## config.mk

```make
export PLATFORM = sky130hd
export DESIGN_NAME = paq_action_qualifier
export DESIGN_NICKNAME = d
export VERILOG_FILES = /design/src/paq_pkg.sv /design/src/paq_action_qualifier.sv
export SDC_FILE = /design/constraint.sdc
export NUM_CORES = 1
export LEC_CHECK = 0
export ABC_AREA = 1
export BUFFER_PORTS_ARGS = -buffer_cell sky130_fd_sc_hd__buf_2
export CORE_MARGIN = 2
export CORE_UTILIZATION = 35
export DETAILED_ROUTE_END_ITERATION = 10
export GPL_TIMING_DRIVEN = 1
export HOLD_SLACK_MARGIN = 0.02
export SLEW_MARGIN = 40
export SYNTH_ARGS = -nofsm -noshare
export SYNTH_HDL_FRONTEND = slang
export SYNTH_SLANG_ARGS = --single-unit
```

## constraint.sdc

```tcl
create_clock -name clk_sys -period 2.5 [get_ports clk_sys]
set_input_delay 0.25 -clock clk_sys [delete_from_list [all_inputs] [get_ports clk_sys]]
set_output_delay 0.25 -clock clk_sys [all_outputs]
set_load 0.02 [all_outputs]
```

## src/paq_pkg.sv

```systemverilog
// constants, field layout and bus types for the pwm action qualifier
// assumes one 10 MHz system clock and an AXI4-Lite register master
package paq_pkg;

	localparam logic [11:0] PAQ_OFS_ACT_A   = 12'h000;
	localparam logic [11:0] PAQ_OFS_ACT_B   = 12'h004;
	localparam logic [11:0] PAQ_OFS_STATUS  = 12'h008;
	localparam logic [15:0] PAQ_ACT_RESET   = 16'h0000;
	localparam logic [15:0] PAQ_ACT_MASK    = 16'h0fff;
	localparam int          PAQ_POS_ZERO    = 0;
	localparam int          PAQ_POS_PERIOD  = 2;
	localparam int          PAQ_POS_CA_UP   = 4;
	localparam int          PAQ_POS_CA_DOWN = 6;
	localparam int          PAQ_POS_CB_UP   = 8;
	localparam int          PAQ_POS_CB_DOWN = 10;
	localparam logic [1:0]  PAQ_RESP_OKAY   = 2'h0;
	localparam logic [1:0]  PAQ_RESP_SLVERR = 2'h2;

	typedef enum logic [1:0]
	{
		PAQ_ACT_NONE   = 2'h0,
		PAQ_ACT_CLEAR  = 2'h1,
		PAQ_ACT_SET    = 2'h2,
		PAQ_ACT_TOGGLE = 2'h3
	} paq_action_t;

	// counter events from the time base, one cycle each
	typedef struct packed
	{
		logic zero;
		logic period;
		logic compare_a_value;
		logic compare_b_value;
		logic countUp;
		logic upDownMode;
	} paq_events_t;

endpackage : paq_pkg
```

## src/paq_action_qualifier.sv

```systemverilog
// action qualifier: counter events steer two pwm outputs, with an
// AXI4-Lite register slave; events come from a time base on clk_sys
`timescale 1ns/10ps
module paq_action_qualifier
	import paq_pkg::*;
(
	// clock and reset
	input  wire logic        clk_sys,
	input  wire logic        arst_n,
	// counter events
	input  wire paq_events_t tbEvents,
	// axi4-lite write address and data
	input  wire logic [11:0] s_axi_awaddr,
	input  wire logic        s_axi_awvalid,
	output logic             s_axi_awready,
	input  wire logic [31:0] s_axi_wdata,
	input  wire logic [3:0]  s_axi_wstrb,
	input  wire logic        s_axi_wvalid,
	output logic             s_axi_wready,
	// axi4-lite write response
	output logic [1:0]       s_axi_bresp,
	output logic             s_axi_bvalid,
	input  wire logic        s_axi_bready,
	// axi4-lite read
	input  wire logic [11:0] s_axi_araddr,
	input  wire logic        s_axi_arvalid,
	output logic             s_axi_arready,
	output logic [31:0]      s_axi_rdata,
	output logic [1:0]       s_axi_rresp,
	output logic             s_axi_rvalid,
	input  wire logic        s_axi_rready,
	// pwm outputs
	output logic             pwm_output_a,
	output logic             pwm_output_b
);

	logic [15:0] actA_reg;
	logic [15:0] actB_reg;
	logic [11:0] wAddr_reg;
	logic [31:0] wData_reg;
	logic [3:0]  wStrb_reg;
	logic        haveAw_reg;
	logic        haveW_reg;
	logic        doWrite;
	logic [11:0] addrW;
	logic [15:0] actA_next;
	logic [15:0] actB_next;
	paq_action_t selA;
	paq_action_t selB;

	// fixed priority: compare B down, B up, A down, A up, period, zero
	function automatic paq_action_t pick
	(
		input logic [15:0] act,
		input paq_events_t ev
	);
		logic dirUp;
		logic [1:0] f;
		dirUp = ev.countUp;
		f = 2'h0;
		if (ev.upDownMode && ev.period)
			dirUp = 1'b0;
		if (ev.upDownMode && ev.zero)
			dirUp = 1'b1;
		if (ev.zero && act[PAQ_POS_ZERO +: 2] != 2'h0)
			f = act[PAQ_POS_ZERO +: 2];
		if (ev.period && act[PAQ_POS_PERIOD +: 2] != 2'h0)
			f = act[PAQ_POS_PERIOD +: 2];
		if (ev.compare_a_value && dirUp && act[PAQ_POS_CA_UP +: 2] != 2'h0)
			f = act[PAQ_POS_CA_UP +: 2];
		if (ev.compare_a_value && !dirUp && act[PAQ_POS_CA_DOWN +: 2] != 2'h0)
			f = act[PAQ_POS_CA_DOWN +: 2];
		if (ev.compare_b_value && dirUp && act[PAQ_POS_CB_UP +: 2] != 2'h0)
			f = act[PAQ_POS_CB_UP +: 2];
		if (ev.compare_b_value && !dirUp && act[PAQ_POS_CB_DOWN +: 2] != 2'h0)
			f = act[PAQ_POS_CB_DOWN +: 2];
		return paq_action_t'(f);
	endfunction : pick

	function automatic logic apply
	(
		input paq_action_t a,
		input logic cur
	);
		logic r;
		r = cur;
		unique case (a)
			PAQ_ACT_NONE:   r = cur;
			PAQ_ACT_CLEAR:  r = 1'b0;
			PAQ_ACT_SET:    r = 1'b1;
			PAQ_ACT_TOGGLE: r = !cur;
		endcase
		return r;
	endfunction : apply

	assign selA = pick(actA_reg, tbEvents);
	assign selB = pick(actB_reg, tbEvents);

	always_ff @(posedge clk_sys or negedge arst_n)
	begin
		if (!arst_n)
			pwm_output_a <= 1'b0;
		else if (selA != PAQ_ACT_NONE)
			pwm_output_a <= apply(selA, pwm_output_a);
	end

	always_ff @(posedge clk_sys or negedge arst_n)
	begin
		if (!arst_n)
			pwm_output_b <= 1'b0;
		else if (selB != PAQ_ACT_NONE)
			pwm_output_b <= apply(selB, pwm_output_b);
	end

	// write channel: address and data taken in either order
	always_ff @(posedge clk_sys or negedge arst_n)
	begin
		if (!arst_n)
		begin
			haveAw_reg <= 1'b0;
			haveW_reg  <= 1'b0;
			wAddr_reg  <= 12'h000;
			wData_reg  <= 32'h00000000;
			wStrb_reg  <= 4'h0;
		end
		else
		begin
			if (s_axi_awvalid && s_axi_awready)
			begin
				haveAw_reg <= 1'b1;
				wAddr_reg  <= s_axi_awaddr;
			end
			else if (doWrite)
				haveAw_reg <= 1'b0;
			if (s_axi_wvalid && s_axi_wready)
			begin
				haveW_reg <= 1'b1;
				wData_reg <= s_axi_wdata;
				wStrb_reg <= s_axi_wstrb;
			end
			else if (doWrite)
				haveW_reg <= 1'b0;
		end
	end

	assign doWrite = haveAw_reg && haveW_reg && !s_axi_bvalid;
	assign addrW   = {wAddr_reg[11:2], 2'h0};

	always_ff @(posedge clk_sys or negedge arst_n)
	begin
		if (!arst_n)
		begin
			s_axi_awready <= 1'b0;
			s_axi_wready  <= 1'b0;
		end
		else
		begin
			s_axi_awready <= !haveAw_reg && !s_axi_awready &&
				!(s_axi_awvalid && s_axi_awready);
			s_axi_wready  <= !haveW_reg && !s_axi_wready &&
				!(s_axi_wvalid && s_axi_wready);
		end
	end

	always_comb
	begin
		actA_next = actA_reg;
		actB_next = actB_reg;
		if (doWrite && addrW == PAQ_OFS_ACT_A)
		begin
			if (wStrb_reg[0])
				actA_next[7:0] = wData_reg[7:0];
			if (wStrb_reg[1])
				actA_next[15:8] = wData_reg[15:8];
		end
		if (doWrite && addrW == PAQ_OFS_ACT_B)
		begin
			if (wStrb_reg[0])
				actB_next[7:0] = wData_reg[7:0];
			if (wStrb_reg[1])
				actB_next[15:8] = wData_reg[15:8];
		end
		actA_next = actA_next & PAQ_ACT_MASK;
		actB_next = actB_next & PAQ_ACT_MASK;
	end

	always_ff @(posedge clk_sys or negedge arst_n)
	begin
		if (!arst_n)
		begin
			actA_reg <= PAQ_ACT_RESET;
			actB_reg <= PAQ_ACT_RESET;
		end
		else
		begin
			actA_reg <= actA_next;
			actB_reg <= actB_next;
		end
	end

	always_ff @(posedge clk_sys or negedge arst_n)
	begin
		if (!arst_n)
		begin
			s_axi_bvalid <= 1'b0;
			s_axi_bresp  <= PAQ_RESP_OKAY;
		end
		else if (doWrite)
		begin
			s_axi_bvalid <= 1'b1;
			if (addrW == PAQ_OFS_ACT_A || addrW == PAQ_OFS_ACT_B)
				s_axi_bresp <= PAQ_RESP_OKAY;
			else
				s_axi_bresp <= PAQ_RESP_SLVERR;
		end
		else if (s_axi_bready)
			s_axi_bvalid <= 1'b0;
	end

	// read channel: one cycle of arready, data the cycle after
	always_ff @(posedge clk_sys or negedge arst_n)
	begin
		if (!arst_n)
		begin
			s_axi_arready <= 1'b0;
			s_axi_rvalid  <= 1'b0;
			s_axi_rdata   <= 32'h00000000;
			s_axi_rresp   <= PAQ_RESP_OKAY;
		end
		else
		begin
			s_axi_arready <= !s_axi_arready && !s_axi_rvalid;
			if (s_axi_arvalid && s_axi_arready)
			begin
				s_axi_rvalid <= 1'b1;
				s_axi_rresp  <= PAQ_RESP_OKAY;
				unique case ({s_axi_araddr[11:2], 2'h0})
					PAQ_OFS_ACT_A:  s_axi_rdata <= {16'h0000, actA_reg};
					PAQ_OFS_ACT_B:  s_axi_rdata <= {16'h0000, actB_reg};
					PAQ_OFS_STATUS: s_axi_rdata <= {30'h0,
						pwm_output_b, pwm_output_a};
					default:
					begin
						s_axi_rdata <= 32'h00000000;
						s_axi_rresp <= PAQ_RESP_SLVERR;
					end
				endcase
			end
			else if (s_axi_rready)
				s_axi_rvalid <= 1'b0;
		end
	end

	a_resv_zero: assert property (
		@(posedge clk_sys) disable iff (!arst_n)
		actA_reg[15:12] == 4'h0 && actB_reg[15:12] == 4'h0)
		else $error("reserved action bits not zero");

	a_zero_set: assert property (
		@(posedge clk_sys) disable iff (!arst_n)
		tbEvents.zero && !tbEvents.period && !tbEvents.compare_a_value &&
		!tbEvents.compare_b_value && actA_reg[1:0] == 2'h2 |=> pwm_output_a)
		else $error("zero set did not raise output a");

	a_zero_clear: assert property (
		@(posedge clk_sys) disable iff (!arst_n)
		tbEvents.zero && !tbEvents.period && !tbEvents.compare_a_value &&
		!tbEvents.compare_b_value && actB_reg[1:0] == 2'h1 |=> !pwm_output_b)
		else $error("zero clear did not lower output b");

	a_period_tog: assert property (
		@(posedge clk_sys) disable iff (!arst_n)
		tbEvents.period && !tbEvents.compare_a_value && !tbEvents.compare_b_value &&
		actA_reg[3:2] == 2'h3 |=> pwm_output_a != $past(pwm_output_a))
		else $error("period toggle failed");

	a_hold_idle: assert property (
		@(posedge clk_sys) disable iff (!arst_n)
		!(tbEvents.zero || tbEvents.period || tbEvents.compare_a_value ||
		tbEvents.compare_b_value) |=> $stable(pwm_output_a) && $stable(pwm_output_b))
		else $error("output moved without an event");

	a_cbd_set: assert property (
		@(posedge clk_sys) disable iff (!arst_n)
		tbEvents.compare_b_value && !tbEvents.countUp && !tbEvents.upDownMode &&
		actA_reg[11:10] == 2'h2 |=> pwm_output_a)
		else $error("compare b down set failed");

	a_cbu_clr: assert property (
		@(posedge clk_sys) disable iff (!arst_n)
		tbEvents.compare_b_value && tbEvents.countUp && !tbEvents.upDownMode &&
		actB_reg[9:8] == 2'h1 |=> !pwm_output_b)
		else $error("compare b up clear failed");

	a_cad_set: assert property (
		@(posedge clk_sys) disable iff (!arst_n)
		tbEvents.compare_a_value && !tbEvents.compare_b_value && !tbEvents.countUp &&
		!tbEvents.upDownMode && actB_reg[7:6] == 2'h2 |=> pwm_output_b)
		else $error("compare a down set failed");

	a_cau_clr: assert property (
		@(posedge clk_sys) disable iff (!arst_n)
		tbEvents.compare_a_value && !tbEvents.compare_b_value && tbEvents.countUp &&
		!tbEvents.upDownMode && actA_reg[5:4] == 2'h1 |=> !pwm_output_a)
		else $error("compare a up clear failed");

	// a coinciding zero match wins the direction, so it is excluded here
	a_period_down: assert property (
		@(posedge clk_sys) disable iff (!arst_n)
		!tbEvents.zero && tbEvents.upDownMode && tbEvents.period &&
		tbEvents.compare_a_value && !tbEvents.compare_b_value && tbEvents.countUp &&
		actA_reg[7:6] == 2'h2 |=> pwm_output_a)
		else $error("period match not taken as down");

	a_zero_up: assert property (
		@(posedge clk_sys) disable iff (!arst_n)
		tbEvents.upDownMode && tbEvents.zero && tbEvents.compare_b_value &&
		!tbEvents.countUp && actB_reg[9:8] == 2'h1 |=> !pwm_output_b)
		else $error("zero match not taken as up");

	a_none_hold: assert property (
		@(posedge clk_sys) disable iff (!arst_n)
		tbEvents.zero && !tbEvents.period && !tbEvents.compare_a_value &&
		!tbEvents.compare_b_value && actA_reg[1:0] == 2'h0 |=> $stable(pwm_output_a))
		else $error("disabled zero action moved output a");

	a_b_toggle: assert property (
		@(posedge clk_sys) disable iff (!arst_n)
		tbEvents.period && !tbEvents.compare_a_value && !tbEvents.compare_b_value &&
		actB_reg[3:2] == 2'h3 |=> pwm_output_b != $past(pwm_output_b))
		else $error("period toggle failed on output b");

	a_cbd_prio: assert property (
		@(posedge clk_sys) disable iff (!arst_n)
		tbEvents.compare_b_value && !tbEvents.countUp && !tbEvents.upDownMode &&
		actB_reg[11:10] == 2'h1 |=> !pwm_output_b)
		else $error("compare b down lost its priority");

	a_write_lands: assert property (
		@(posedge clk_sys) disable iff (!arst_n)
		doWrite && addrW == PAQ_OFS_ACT_A && wStrb_reg[1:0] == 2'h3
		|=> actA_reg == ($past(wData_reg[15:0]) & PAQ_ACT_MASK))
		else $error("write to action register a did not land");

	a_lane_keep: assert property (
		@(posedge clk_sys) disable iff (!arst_n)
		doWrite && addrW == PAQ_OFS_ACT_B && wStrb_reg[1:0] == 2'h2
		|=> actB_reg[7:0] == $past(actB_reg[7:0]))
		else $error("unstrobed byte lane of register b changed");

	a_rd_upper: assert property (
		@(posedge clk_sys) disable iff (!arst_n)
		s_axi_rvalid |-> s_axi_rdata[31:12] == 20'h00000)
		else $error("read data upper bits not zero");

endmodule : paq_action_qualifier

```

* Word-level counts from Yosys, hierarchy flattened
Cells that the tools add are included.
** Storage, ports and cells
- Memory bits (writable) :: 0
- Output and inout port bits :: 43
- Word-level logic and storage cells :: 128
- Memory bits (read-only) :: 0
- Memories :: 0
- Bits in latches :: 0
- Flip-flop bits (word level) :: 95
- Input port bits :: 73
** Operators by class
- Order comparisons :: 0
- Mux-type cells :: 26
- Shift operators :: 0
- Add/sub/neg operators :: 0
- Multiply operators :: 0
- Reduce and logical (&&, ||, !) cells :: 72
- Bitwise logic cells :: 2
- Equal/unequal tests :: 9
- Div/mod/pow operators :: 0
** Operators by type and width (count)
- $pmux W12 S3 :: 1
- $reduce_bool A2 Y1 :: 18
- $logic_and A1 B1 Y1 :: 30
- $mux W2 :: 14
- $eq A10 B1 Y1 const B :: 2
- $logic_not A1 Y1 :: 12
- $logic_not A12 Y1 :: 1
- $reduce_and A2 Y1 :: 6
- $eq A10 B2 Y1 const B :: 1
- $logic_not A10 Y1 :: 1
- $mux W1 :: 9
- $eq A2 B2 Y1 const B :: 4
- $pmux W1 S3 :: 2
- $eq A2 B1 Y1 const B :: 2
- $logic_not A2 Y1 :: 2
- $reduce_or A3 Y1 :: 1
- $not A1 Y1 :: 2
- $logic_or A1 B1 Y1 :: 1

* Depth between registers and ports, before layout
- Depth in word-level cells :: 12
- Mapped depth :: 11
- Gate-level depth less buffers :: 11

* Worst setup path after synthesis
No wires, ideal clock.
- Path kind :: flip-flop to flip-flop
- Start :: register s_axi_bvalid
- End :: register actA_reg[6]
- Stages on the path, launching flop included :: 8
- Path slack :: 997 ps
- Buffers on the path :: 1
- Setup time :: 119 ps
- Data arrival time :: 1384 ps
- Data required time :: 2381 ps
- Clock period less this slack :: 1503 ps
- Cells stage by stage :: dfrtp_1 nor3_4 nand2_2 nor2_8 nand3_4 buf_6 nand2_2 o21ai_2
** On the way
- Word-level cells in the longest chain between the ends :: 4
** RTL lines
- start, declared :: RTL line paq_action_qualifier.sv:22 : output logic s_axi_bvalid,
- start signal, assigned :: RTL line paq_action_qualifier.sv:205 : s_axi_bvalid <= 1'b0;
- start signal, assigned :: RTL line paq_action_qualifier.sv:210 : s_axi_bvalid <= 1'b1;
- start signal, assigned :: RTL line paq_action_qualifier.sv:217 : s_axi_bvalid <= 1'b0;
- $logic_not A1 Y1 :: RTL line paq_action_qualifier.sv:146 : assign doWrite = haveAw_reg && haveW_reg && !s_axi_bvalid;
- $logic_and A1 B1 Y1 :: RTL line paq_action_qualifier.sv:146
- $logic_and A1 B1 Y1 :: RTL line paq_action_qualifier.sv:169 : if (doWrite && addrW == PAQ_OFS_ACT_A)
- $reduce_and A2 Y1 (no source line)
- end signal, assigned :: RTL line paq_action_qualifier.sv:196 : actA_reg <= actA_next;
- end, declared :: RTL line paq_action_qualifier.sv:37 : logic [15:0] actA_reg;
Every way passes these cells.
A chain may end at the register's enable or synchronous reset.

* Worst setup path after layout
- Start :: register wAddr_reg[4]
- End :: register actB_reg[2]
** On the way
- Word-level cells in the longest chain between the ends :: 3
** RTL lines
- start, declared :: RTL line paq_action_qualifier.sv:39 : logic [11:0] wAddr_reg;
- start signal, assigned :: RTL line paq_action_qualifier.sv:131 : wAddr_reg <= s_axi_awaddr;
- $eq A10 B1 Y1 :: RTL line paq_action_qualifier.sv:176 : if (doWrite && addrW == PAQ_OFS_ACT_B)
- $logic_and A1 B1 Y1 :: RTL line paq_action_qualifier.sv:176
- $reduce_and A2 Y1 (no source line)
- end signal, assigned :: RTL line paq_action_qualifier.sv:197 : actB_reg <= actB_next;
- end, declared :: RTL line paq_action_qualifier.sv:38 : logic [15:0] actB_reg;
Every way passes these cells.

==> parameters.txt <==
Parameter                              Value

Floorplan
  Area enclosed by the die boundary ... 10,900 um2
  Io pins ... 116
  Starting utilization of the core area ... 36.1%
  Height of the chip ... 104 um
  Width of the die ... 104 um
  Site Rows ... 36
  Core outline area ... 9770 um2

Worst hold path
  Hold Path Class ... input pin to register

Logic synthesis
  Netlist Area Pre-Place ... 3530 um2
  Main combinational cell family by area after synthesis ... simple AND/OR/NAND/NOR gates
  Dominant synthesized flop cell ... dfrtp_1
  Count of warnings emitted by yosys ... 0
  Mapped Cells ... ~410
  Largest area contributor in the netlist ... dfrtp_1
  Share of cell area taken by muxes after synthesis ... around 3.5%
  Number of enable-type register cells in the synthesized netlist ... 0
  Top-area cell type share of the netlist area ... 50.3%
  Post-synthesis adder-cell area fraction ... 0%
  Post-synthesis xor/xnor area fraction ... 0%
  Portion of the post-synthesis area used by sequential elements ... 50.3%
  Post-synthesis sequential element count ... 71
  Compound-cell area share of the yosys netlist ... about an eighth
  Ranking of synthesized cells by area ... dfrtp_1 50%, nand2_1 10%, buf_4 4.7%
  Simple-gate portion of the synthesized area ... a little under a quarter
  Number of distinct standard cells referenced by the synthesized netlist ... 30
  Proportion of synthesized flip-flops having asynchronous set or reset ... 100%
  Average cell area after synthesis ... 8.66 um2

Routing
  Final wirelength ... 7320 um
  Detailed-route DRC error count ... 0
  Detailed Route Iter0 Violations ... around 120
  Vias ... 2,766
  Routed wire per std cell ... 11.9 um
  Pre-antenna DRT Iters ... 4
  Average via count per standard cell ... 4.48
  Antenna-violating nets left ... 0

Worst setup path
  WP buf/inv ... 0
  Critical Path RT ... 2.74 ns
  Maximum fanout count along the critical path ... 16
  CP peak stage delay ... 0.38 ns
  Chain of cells forming the critical path ... nor4_1 -> nand2_1 -> nor2_8 -> nand3_4 -> nand2_1 -> o21ai_2
  Critical path class ... register to register
  Slowest cell on the critical path ... dfrtp_1
  Most prevalent standard cell on the critical path ... nand2_1
  Type of element launching the critical path ... register
  Worst setup EP type ... register
  Crit path arrival time ... 1.85 ns
  Cell type group with the largest total delay on the critical path ... simple AND/OR/NAND/NOR gates

Global route
  Antenna violations before repair ... 0
  Wire length of the first global-routing pass ... 12,500 um
  Vias in the first global route ... between 2,000 and 3,000
  Maximum number of pins on one net before global-route repair ... 55
  Remaining global-route overflow ... 0
  Total global routing track utilization ... 14.1%

STA
  Fin Clk Skew ... 0.0116 ns
  Worst relative slew slack ... 50.2%
  RSZ-0062 raised after global routing ... no
  Total negative setup slack ... 0 ns
  Count of final hold-check violations ... 0
  Max-slew violation total from the final report ... 0
  Shortest period the worst path allows ... 1.61 ns
  Measured slew at the worst slew-check pin ... around 0.74 ns
  Share of the clock period used by the worst path ... 64.4%
  F_max ... 0.621 GHz
  Final WS setup ... 0.890 ns
  Setup violation total in the final timing report ... 0

Placement
  Worst setup slack before clock tree synthesis ... 0.604 ns
  Final RePlAce weighted congestion ... 0.773
  Number of buffers inserted by port buffering ... 67
  Hpwl dp ... 5580 um

Clock tree
  Clock Root Buffer ... clkbuf_8
  TritonCTS clock tree ... done
  Sinks on the clock net ... 71
  TritonCTS Buffers ... 9
  Clock H-tree levels ... 3
  Resized cells post-CTS ... 0
  Clock Path Buffers ... 2
  Post-CTS clock slew at the launch and capture registers of the worst setup and hold paths ... 0.09 ns
  Clock latency reported for the late side of the worst-skew pair ... approximately 0.36 ns

Finish
  Net count of the finished layout ... 552
  Antenna diode instance count ... 0
  Share of cells above drive strength 1 ... 26.0%
  Area growth syn-to-layout ... 16.9%

Pwr
  Max IR drop VDD ... about 520 uV
  Leak ... 0.00215 uW
  Total power per unit cell area ... roughly 830 nW/um2

Run
  Max-cap viol count ... 0

Status
  Result of the run ... complete, no violations
==> final cells by class <==
cell class / instances / area, um2
Tap cell: 133 / 166
Multi-Input combinational cell: 282 / 1450
Timing Repair Buffer: 70 / 373
Inverter: 45 / 169
Clock buffer: 9 / 124
Fill cell: 1011 / 5650
Clock inverter: 7 / 68.8
Sequential cell: 71 / 1780
==> cells by family (layout without fill, tap and decap cells) <==
group	Yosys count	after routing
and+or+nand+nor	178	178
buffers and inverters	76	131
AOI/OAI and AO/OA	71	71
DFF	71	71
muxes	11	11
other	1	22
==> timing repair <==
action                    in CTS  in global routing
setup buffers                  0                  0
hold buffers                   1                  0
hold endpoints to repair      17                  0
==> cells in the mapped netlist (4+ instances only) <==
cell	number
a21boi_0	4
a21o_1	4
a21oi_1	21
buf_4	22
clkbuf_1	6
dfrtp_1	71
inv_1	44
mux2_2	11
nand2_1	98
nand2_2	6
nand3_1	24
nor2_1	38
o21ai_0	14
o21ai_1	4
o21ai_2	16
o22ai_1	6
==> where the power goes <==
part	switching [uW]	internal (uW)	leakage [uW]
clock	509	395	0.000101
sequential	189	1440	0.000898
combinational	563	321	0.00115
==> stage by stage <==
stage	util, %	total power, uW	area, um2	hold WS [ns]	instances
after floorplan	-	2290	3610	-0.0456	429
after global placement	40.2	2510	3930	0.218	600
after detailed placement	40.2	2560	3930	0.215	600
after CTS	42.2	3470	4130	0.0332	617
after global routing	42.2	3650	4130	0.0329	617
final	42.2	3420	4130	0.0469	617
==> placed cells by master (no fill, tap or decap), drive strengths merged <==
cell / n
a211oi: 1
a21boi: 4
a21o: 4
a21oi: 21
buf: 69
clkbuf: 9
conb: 22
dfrtp: 71
dlygate4sd3: 1
inv: 52
mux2: 11
nand2: 104
nand3: 28
nand4: 2
nor2: 40
nor3: 2
nor4: 2
o21ai: 34
o21bai: 1
o22ai: 6
==> final timing paths <==
check                                         start                          to  slack, ns  cells past startpoint
max                        wAddr_reg[4]$_DFFE_PN0P_     actB_reg[2]$_DFFE_PN0P_       0.89                      6
min                                    s_axi_bready    s_axi_bvalid$_DFFE_PN0P_       0.05                      2
max reg2reg                wAddr_reg[4]$_DFFE_PN0P_     actB_reg[2]$_DFFE_PN0P_       0.89                      6
min reg2reg                  haveAw_reg$_DFFE_PN0P_     s_axi_awready$_DFF_PN0_       0.43                      1
max in group asynchronous                    arst_n    actB_reg[11]$_DFFE_PN0P_       1.48                      3
min in group asynchronous                    arst_n  s_axi_rdata[6]$_DFFE_PN0P_       0.39                      2
==> per-layer routing <==
metal,wire length [um],GRT usage (%),vias to the layer above
met1,3500,19.2,1252
met4,86,4.25,0
met5,0,0,-
li1,-,-,1407
met3,571,5.51,9
met2,3160,20.8,98
Note: power is estimated with default switching activity, not from simulation.
